## src/port_status_pkg.sv

```systemverilog
package port_status_pkg;
  localparam logic [7:0] ADDR_CONTROL = 8'h00;
  localparam logic [7:0] ADDR_PORTS = 8'h04;
  localparam logic [7:0] ADDR_STATUS = 8'h08;
  localparam logic [7:0] ADDR_IRQ_STATUS = 8'h0C;
  localparam logic [7:0] ADDR_IRQ_MASK = 8'h10;
  localparam int CTL_SELECT_LSB = 0;
  localparam int CTL_DIR1_BIT = 3;
  localparam int CTL_DIR2_BIT = 4;
  localparam int CTL_COUNT_ENABLE_BIT = 5;
  localparam int PORTS_OUT_LSB = 0;
  localparam int PORTS_SHARED_LSB = 4;
  localparam int IRQ_COUNT_END_BIT = 0;
  localparam int IRQ_UNLOCK_BIT = 1;
  localparam int IRQ_PIN1_BIT = 2;
  localparam int IRQ_PIN2_BIT = 3;
  localparam logic [5:0] CONTROL_RESET = 6'h00;
  localparam logic [5:0] PORTS_RESET = 6'h00;
  localparam logic [3:0] IRQ_MASK_RESET = 4'h0;
  localparam logic [2:0] SEL_OPEN_A = 3'h0;
  localparam logic [2:0] SEL_UNLOCK = 3'h1;
  localparam logic [2:0] SEL_MEASURE_END = 3'h2;
  localparam logic [2:0] SEL_SHARED_1 = 3'h5;
  localparam logic [2:0] SEL_SHARED_2 = 3'h6;
endpackage

```

## src/sync_bits.sv

```systemverilog
`timescale 1ns/1ps
module sync_bits #(
  parameter int WIDTH = 4
) (
  input wire logic clk_sys,
  input wire logic rst,
  input wire logic [WIDTH-1:0] din,
  output logic [WIDTH-1:0] dout
);
  logic [WIDTH-1:0] stage1;
  logic [WIDTH-1:0] stage2;
  logic [WIDTH-1:0] stage3;
  logic [WIDTH-1:0] next_dout;

  // A change is accepted once the second and third stages agree.
  genvar g;
  generate
    for (g = 0; g < WIDTH; g++) begin : gBit
      always_comb begin
        next_dout[g] = (stage2[g] == stage3[g]) ? stage3[g] : dout[g];
      end
    end
  endgenerate

  always_ff @(posedge clk_sys or posedge rst) begin
    if (rst) begin
      stage1 <= '0;
      stage2 <= '0;
      stage3 <= '0;
      dout <= '0;
    end else begin
      stage1 <= din;
      stage2 <= stage1;
      stage3 <= stage2;
      dout <= next_dout;
    end
  end
endmodule

```

## src/port_and_status_pin_control.sv

```systemverilog
`timescale 1ns/1ps
// Operation
// - Port bit 0 open, 1 drives low.
// - Reset leaves all port outputs open.
// - Codes 000/011/100 open; 001 low on unlock.
// - 010 measure end; 101/110 mirror shared pins.
// - Reset selects status pin open.
// - Count enable rising releases status pin.
// - Count period end pulls status pin low.
// - Chip enable high returns status pin open, except code 001.
// - Mirroring an output-configured shared pin stays open.
module port_and_status_pin_control
  import port_status_pkg::*;
(
  input wire logic clk_sys,
  input wire logic rst,
  input wire logic [7:0] wb_adr_i,
  input wire logic [31:0] wb_dat_i,
  output logic [31:0] wb_dat_o,
  input wire logic wb_we_i,
  input wire logic [3:0] wb_sel_i,
  input wire logic wb_cyc_i,
  input wire logic wb_stb_i,
  output logic wb_ack_o,
  input wire logic pllUnlocked,
  input wire logic countDone,
  input wire logic chipEnable,
  output logic [3:0] outputPortOe,
  output logic [3:0] outputPortOut,
  input wire logic [1:0] sharedPinIn,
  output logic [1:0] sharedPinOe,
  output logic [1:0] sharedPinOut,
  output logic statusPinOe,
  output logic statusPinOut,
  output logic irq
);
  import port_status_pkg::*;

  typedef enum logic [1:0] {MEAS_IDLE, MEAS_COUNTING, MEAS_DONE} meas_t;

  logic [5:0] control;
  logic [5:0] portData;
  logic [3:0] irqStatus;
  logic [3:0] irqMask;
  logic [5:0] next_control;
  logic [5:0] next_portData;
  logic [3:0] next_irqStatus;
  logic [3:0] next_irqMask;
  logic [31:0] next_wbDat;
  logic next_wbAck;
  meas_t measState;
  meas_t next_measState;
  logic prevCountEnable;
  logic prevUnlock;
  logic [1:0] prevShared;
  logic next_statusOe;
  logic [3:0] next_portOe;
  logic [1:0] next_sharedOe;
  logic next_irq;
  logic [2:0] syncIn;
  logic [2:0] syncOut;
  logic ceSync;
  logic unlockSync;
  logic [1:0] sharedSync;
  logic [2:0] selectCode;
  logic dir1;
  logic dir2;
  logic countEnable;
  logic busWrite;
  logic busRead;

  // Shared pins idle high, so they cross inverted and leave reset at their idle level.
  assign syncIn = {chipEnable, ~sharedPinIn};
  assign ceSync = syncOut[2];
  assign sharedSync = ~syncOut[1:0];
  assign unlockSync = pllUnlocked;
  assign selectCode = control[CTL_SELECT_LSB +: 3];
  assign dir1 = control[CTL_DIR1_BIT];
  assign dir2 = control[CTL_DIR2_BIT];
  assign countEnable = control[CTL_COUNT_ENABLE_BIT];
  assign busWrite = wb_cyc_i && wb_stb_i && wb_we_i && !wb_ack_o;
  assign busRead = wb_cyc_i && wb_stb_i && !wb_we_i && !wb_ack_o;

  sync_bits #(
    .WIDTH(3)
  ) u_sync (
    .clk_sys(clk_sys),
    .rst(rst),
    .din(syncIn),
    .dout(syncOut)
  );

  function automatic logic [7:0] mergeByte(input logic [7:0] old, input logic [7:0] wr,
                                           input logic en);
    mergeByte = en ? wr : old;
  endfunction

  // Register file and sticky interrupt status; a set beats a write-one clear.
  always_comb begin
    next_control = control;
    next_portData = portData;
    next_irqMask = irqMask;
    next_irqStatus = irqStatus;
    next_wbAck = wb_cyc_i && wb_stb_i && !wb_ack_o;
    next_wbDat = '0;
    if (busWrite) begin
      case (wb_adr_i)
        ADDR_CONTROL: begin
          next_control = 6'(mergeByte({2'b00, control}, wb_dat_i[7:0], wb_sel_i[0]));
        end
        ADDR_PORTS: begin
          next_portData = 6'(mergeByte({2'b00, portData}, wb_dat_i[7:0], wb_sel_i[0]));
        end
        ADDR_IRQ_STATUS: begin
          if (wb_sel_i[0]) begin
            next_irqStatus = irqStatus & ~wb_dat_i[3:0];
          end
        end
        ADDR_IRQ_MASK: begin
          next_irqMask = 4'(mergeByte({4'h0, irqMask}, wb_dat_i[7:0], wb_sel_i[0]));
        end
        default: begin
        end
      endcase
    end
    if (busRead) begin
      case (wb_adr_i)
        ADDR_CONTROL: next_wbDat = {26'h0, control};
        ADDR_PORTS: next_wbDat = {26'h0, portData};
        ADDR_STATUS: next_wbDat = {24'h0, 2'b00, ceSync, unlockSync, sharedSync,
                                   measState == MEAS_DONE, statusPinOe};
        ADDR_IRQ_STATUS: next_wbDat = {28'h0, irqStatus};
        ADDR_IRQ_MASK: next_wbDat = {28'h0, irqMask};
        default: next_wbDat = '0;
      endcase
    end
    if (measState == MEAS_COUNTING && countDone) begin
      next_irqStatus[IRQ_COUNT_END_BIT] = 1'b1;
    end
    if (unlockSync && !prevUnlock) begin
      next_irqStatus[IRQ_UNLOCK_BIT] = 1'b1;
    end
    if (sharedSync[0] != prevShared[0]) begin
      next_irqStatus[IRQ_PIN1_BIT] = 1'b1;
    end
    if (sharedSync[1] != prevShared[1]) begin
      next_irqStatus[IRQ_PIN2_BIT] = 1'b1;
    end
    next_irq = |(next_irqStatus & next_irqMask);
  end

  // Measurement-end tracker.
  always_comb begin
    next_measState = measState;
    case (measState)
      MEAS_IDLE: begin
        if (countEnable && !prevCountEnable) begin
          next_measState = MEAS_COUNTING;
        end
      end
      MEAS_COUNTING: begin
        if (!countEnable) begin
          next_measState = MEAS_IDLE;
        end else if (countDone) begin
          next_measState = MEAS_DONE;
        end
      end
      MEAS_DONE: begin
        if (ceSync) begin
          next_measState = MEAS_IDLE;
        end else if (countEnable && !prevCountEnable) begin
          next_measState = MEAS_COUNTING;
        end
      end
      default: next_measState = MEAS_IDLE;
    endcase
  end

  // Pin drivers: enable high pulls the open-drain pin low.
  always_comb begin
    next_portOe = portData[PORTS_OUT_LSB +: 4];
    next_sharedOe[0] = dir1 && portData[PORTS_SHARED_LSB];
    next_sharedOe[1] = dir2 && portData[PORTS_SHARED_LSB + 1];
    case (selectCode)
      SEL_UNLOCK: next_statusOe = unlockSync;
      SEL_MEASURE_END: next_statusOe = (next_measState == MEAS_DONE) && !ceSync;
      SEL_SHARED_1: next_statusOe = !dir1 && !ceSync && !sharedSync[0];
      SEL_SHARED_2: next_statusOe = !dir2 && !ceSync && !sharedSync[1];
      default: next_statusOe = 1'b0;
    endcase
  end

  always_ff @(posedge clk_sys or posedge rst) begin
    if (rst) begin
      control <= CONTROL_RESET;
      portData <= PORTS_RESET;
      irqStatus <= 4'h0;
      irqMask <= IRQ_MASK_RESET;
      wb_ack_o <= 1'b0;
      wb_dat_o <= '0;
      measState <= MEAS_IDLE;
      prevCountEnable <= 1'b0;
      prevUnlock <= 1'b0;
      prevShared <= 2'b11;
      outputPortOe <= 4'h0;
      sharedPinOe <= 2'b00;
      statusPinOe <= 1'b0;
      irq <= 1'b0;
    end else begin
      control <= next_control;
      portData <= next_portData;
      irqStatus <= next_irqStatus;
      irqMask <= next_irqMask;
      wb_ack_o <= next_wbAck;
      wb_dat_o <= next_wbDat;
      measState <= next_measState;
      prevCountEnable <= countEnable;
      prevUnlock <= unlockSync;
      prevShared <= sharedSync;
      outputPortOe <= next_portOe;
      sharedPinOe <= next_sharedOe;
      statusPinOe <= next_statusOe;
      irq <= next_irq;
    end
  end

  always_ff @(posedge clk_sys or posedge rst) begin
    if (rst) begin
      outputPortOut <= 4'h0;
      sharedPinOut <= 2'b00;
      statusPinOut <= 1'b0;
    end else begin
      outputPortOut <= 4'h0;
      sharedPinOut <= 2'b00;
      statusPinOut <= 1'b0;
    end
  end

  property p_reset_open;
    @(posedge clk_sys) $fell(rst) |-> !statusPinOe && outputPortOe == 4'h0;
  endproperty
  a_reset_open: assert property (p_reset_open) else $error("pins not open after reset");

  property p_port_drive;
    @(posedge clk_sys) disable iff (rst)
      1'b1 |=> outputPortOe == $past(portData[3:0]);
  endproperty
  a_port_drive: assert property (p_port_drive) else $error("output port drive wrong");

  property p_shared_input;
    @(posedge clk_sys) disable iff (rst) !dir1 |=> !sharedPinOe[0];
  endproperty
  a_shared_input: assert property (p_shared_input) else $error("input pin driven");

  property p_open_codes;
    @(posedge clk_sys) disable iff (rst)
      (selectCode == 3'h0 || selectCode == 3'h3 || selectCode == 3'h4) |=> !statusPinOe;
  endproperty
  a_open_codes: assert property (p_open_codes) else $error("status pin driven in open code");

  property p_unlock;
    @(posedge clk_sys) disable iff (rst)
      selectCode == SEL_UNLOCK |=> statusPinOe == $past(unlockSync);
  endproperty
  a_unlock: assert property (p_unlock) else $error("unlock mirror wrong");

  property p_ce_release;
    @(posedge clk_sys) disable iff (rst) ceSync && selectCode != SEL_UNLOCK |=> !statusPinOe;
  endproperty
  a_ce_release: assert property (p_ce_release) else $error("status pin driven during CE");

  property p_count_end;
    @(posedge clk_sys) disable iff (rst)
      selectCode == SEL_MEASURE_END && measState == MEAS_COUNTING && countEnable && countDone
      && !ceSync |=> statusPinOe;
  endproperty
  a_count_end: assert property (p_count_end) else $error("count end not signalled");

  property p_count_start;
    @(posedge clk_sys) disable iff (rst)
      selectCode == SEL_MEASURE_END && measState != MEAS_COUNTING && countEnable
      && !prevCountEnable |=> !statusPinOe;
  endproperty
  a_count_start: assert property (p_count_start) else $error("count start not released");

  property p_mirror_output;
    @(posedge clk_sys) disable iff (rst) selectCode == SEL_SHARED_1 && dir1 |=> !statusPinOe;
  endproperty
  a_mirror_output: assert property (p_mirror_output) else $error("mirrored output pin");

  property p_mirror_output2;
    @(posedge clk_sys) disable iff (rst) selectCode == SEL_SHARED_2 && dir2 |=> !statusPinOe;
  endproperty
  a_mirror_output2: assert property (p_mirror_output2) else $error("mirrored output pin 2");

  property p_mirror_input;
    @(posedge clk_sys) disable iff (rst)
      selectCode == SEL_SHARED_1 && !dir1 && !ceSync |=> statusPinOe == !$past(sharedSync[0]);
  endproperty
  a_mirror_input: assert property (p_mirror_input) else $error("pin 1 level not mirrored");

  property p_shared_output;
    @(posedge clk_sys) disable iff (rst)
      dir2 |=> sharedPinOe[1] == $past(portData[PORTS_SHARED_LSB + 1]);
  endproperty
  a_shared_output: assert property (p_shared_output) else $error("output pin 2 drive wrong");
endmodule

```

## config.mk

```make
export PLATFORM = sky130hd
export DESIGN_NAME = port_and_status_pin_control
export DESIGN_NICKNAME = d
export VERILOG_FILES = /design/src/port_status_pkg.sv /design/src/sync_bits.sv /design/src/port_and_status_pin_control.sv
export SDC_FILE = /design/constraint.sdc
export NUM_CORES = 1
export LEC_CHECK = 0
export BUFFER_PORTS_ARGS = -buffer_cell sky130_fd_sc_hd__clkbuf_2
export CORE_AREA = 2 2 95 97
export CTS_CLUSTER_DIAMETER = 30
export DETAILED_ROUTE_END_ITERATION = 16
export DIE_AREA = 0 0 97 99
export SLEW_MARGIN = 10
export SYNTH_ARGS = -nofsm -noshare
export SYNTH_HDL_FRONTEND = slang
export SYNTH_SLANG_ARGS = --single-unit
export TNS_END_PERCENT = 1
```

## constraint.sdc

```tcl
create_clock -name clk_sys -period 3.73 [get_ports clk_sys]
set_clock_uncertainty 0.1 [all_clocks]
set_input_delay 0.1865 -clock clk_sys [delete_from_list [all_inputs] [get_ports clk_sys]]
set_output_delay 0.1865 -clock clk_sys [all_outputs]
set_load 0.01 [all_outputs]
```

==> impl_metrics.csv <==
group,metric,value,unit
cts,clockBufferDepth,2,
routing,drc,0,
synth,syn_avg_cell_area,12.2,um2
floorplan,coreArea,8550,um2
cells_and_area,multi_input_area,953,um2
routing,drt_first_iter_violations,83,
synth,ys_warn_count,0,
critical_path,critPathCapture,"irq",
cells_and_area,areaGrowthSynthToFinish,12.7,%
grt,track_usage,10.4,%
critical_path,start_kind,"input port",
place,portBuffers,39,
power,ir_drop,0.128,mV
routing,vias,1558,
floorplan,dieArea,9600,um2
power,seqPwrFrac,58.8,%
sta,fin_crit_sh,64.5,%
floorplan,initial_core_util,29.1,%
critical_path,r2r_cells,5,
cells_and_area,seqCellArea,1330,um2
critical_path,reg2reg_from,"wb_ack_o",
min_path,hold_class,"input port to flip-flop",
floorplan,die_w,97,um
critical_path,worst-setup-path-type,"input port to flip-flop",
run,cap_violations,0,
cells_and_area,fillCellCount,870,
synth,syn_inst,204,
synth,yosys-top-cells-area,"dfrtp_1, buf_4, mux2_2, mux2_4, dfstp_2",
sta,setup_tns,0,ns
cts,htreeDepth,2,
sta,fmax,415,MHz
critical_path,worst-r2r-setup-slack,1.58,ns
sta,worst_pin_slew,0.855,ns
floorplan,die_h,99,um
critical_path,end_kind,"flip-flop",
power,p_per_area,364,nW/um2
cts,clk_latency,0.31,ns
cells_and_area,drive_gt1_share,31.5,%
cts,numCtsBuffers,5,
critical_path,startpoint,"wb_adr_i[2]",
critical_path,r2r_end,"irq",
status,status,"finished, final reports clean",
floorplan,rows,34,
place,detailed_place_hpwl,3390,um
sta,setup_viol,0,
cts,cts.sinks,53,
cts,post_cts_buffers,0,
grt,grt_overflow,0,
routing,routed_wl,4770,um
place,finalWeightedCongestion,0.801,
critical_path,cp_max_fo,23,
critical_path,critPathArrivalTime,2.49,ns
synth,synth_cell_types,48,
sta,maxSlewViolCount,0,
power,leakagePower,1.40,nW
grt,grt_pass1_vias,1508,
synth,yosysMostFrequentCell,"dfrtp_1",
cts,cts_tree,"yes",
cts,root_buffer,"clkbuf_8",
cts,clkSlewWorstSetupHoldPaths,0.11,ns
synth,ys.flop_type,"dfrtp_1",
cells_and_area,antenna_cells,0,
routing,vias_per_cell,4.34,
critical_path,cp.required,3.81,ns
grt,grt_max_degree,54,
sta,max-slew-margin-rel,42.5,%
synth,synth-edff-count,0,
power,pwr-share-clk,33.0,%
sta,hold_viol,0,
power,switching_share,25.9,%
routing,firstDrtPassIters,5,
synth,yosysSeqAreaShare,53.4,%
floorplan,io_pins,102,
power,p_sw,265,uW
grt,antenna_found_initial,0,
grt,grt_pass1_wl,7940,um
routing,ant_nets,0,
synth,yosysTopAreaCell,"dfrtp_1",
synth,synth_top_area_share,51.3,%
synth,netlist_area,2490,um2
synth,yosys-top-cells-count,"dfrtp_1, buf_4, mux2_2",
sta,final.min_clock_period,2.41,ns
routing,wl_per_cell,13.3,um
min_path,whs_path_depth,2,
synth,ys_ff_latch,53,
power,power_frac_comb,8.2,%
power,intPower,755,uW
sta,rsz0062_at_grt,"no",
cells_and_area,nets,304,
synth,synthArstFlopShare,100,%
sta,whs,0.0245,ns
registers in the layout, summed over array words and instances (netlist names):
signal and count:
control 6, irq 1, irqMask 4, irqStatus 4
measState 2, outputPortOe 4, portData 6, prevCountEnable 1
prevShared 2, prevUnlock 1, sharedPinOe 2, statusPinOe 1
u_sync.dout 3, u_sync.stage1 3, u_sync.stage2 3, u_sync.stage3 3
wb_ack_o 1, wb_dat_o 6
cell type report:
cell class	instances	share of cell area (%)
inverter	10	1.34
tap	108	4.82
clock buffer	5	2.46
clock inverter	3	0.893
multi-input combinational	135	34.0
sequential	53	47.4
timing repair buffer	45	9.02
worst min path at each step:
stage	from	endpoint	slack [ns]
final	wb_dat_i[4]	portData[4]	0.02
after global placement	chipEnable	u_sync.stage1[2]	0.20
after global routing	wb_dat_i[4]	portData[4]	0.008
after floorplan	pllUnlocked	prevUnlock	0.12
after detailed placement	chipEnable	u_sync.stage1[2]	0.20
after CTS	wb_dat_i[4]	portData[4]	0.02
per-stage QoR:
step	cell area [um2]	util [%]	setup WS (ns)	cells	power (mW)
after floorplan	2610	-	1.64	236	0.683
after global placement	2660	31.1	1.03	346	0.690
after detailed placement	2660	31.1	1.03	346	0.691
after CTS	2800	32.8	1.36	359	1.04
after global routing	2800	32.8	1.11	359	1.08
final	2800	32.8	1.32	359	1.02
metal layers:
metal / track usage, % / part of all wire [%] / vias to the layer above
li1: - / - / 737
met1: 14.5 / 48 / 753
met3: 3.83 / 7.3 / 2
met2: 15.0 / 44 / 66
met4: 3.47 / 0.78 / 0
met5: 0 / 0 / -
worst max-delay path, stage by stage:
cell and delay (ns):
clkbuf_2 0.31, or3b_1 0.46, nor4_2 0.65, a21boi_0 0.25, o21a_1 0.23, a2111o_1 0.41
what timing repair did:
action / 4_1_cts / 5_1_grt
hold endpoints to repair: 55 / 0
resized for setup: 0 / 0
hold buffers: 5 / 0
power groups by stage:
stage | combinational [mW] | sequential [mW] | clock (mW)
floorplan | 0.0745 | 0.609 | 0
global placement | 0.0790 | 0.611 | 0
detailed placement | 0.0802 | 0.611 | 0
CTS | 0.0848 | 0.600 | 0.353
global route | 0.0944 | 0.602 | 0.380
finish | 0.0838 | 0.600 | 0.337
layout by cell type (no fill, tap or decap), types with 5 or more instances in the layout:
cell type / netlist / layout
dfrtp_1: 51 / 51
clkbuf_2: 0 / 39
conb_1: 1 / 33
mux2_2: 12 / 12
inv_1: 10 / 9
o21ai_0: 7 / 7
nand2_1: 6 / 6
mux2_4: 6 / 6
nor2_1: 5 / 5
nand4_1: 5 / 5
clkbuf_8: 0 / 5
dlygate4sd3_1: 0 / 5
cells by family after synthesis:
kind of cell / count (synthesis) / share of synthesized area (%)
other: 1 / 0.151
multiplexers: 20 / 9.86
buffers and inverters: 48 / 13.0
AND/OR/NAND/NOR: 50 / 13.6
AO/OA/AOI/OAI: 27 / 7.95
flip-flops: 53 / 53.4
adder cells (fa/ha/maj): 3 / 1.21
XOR/XNOR: 2 / 0.705
No activity file was read; power rests on OpenSTA's default activity.
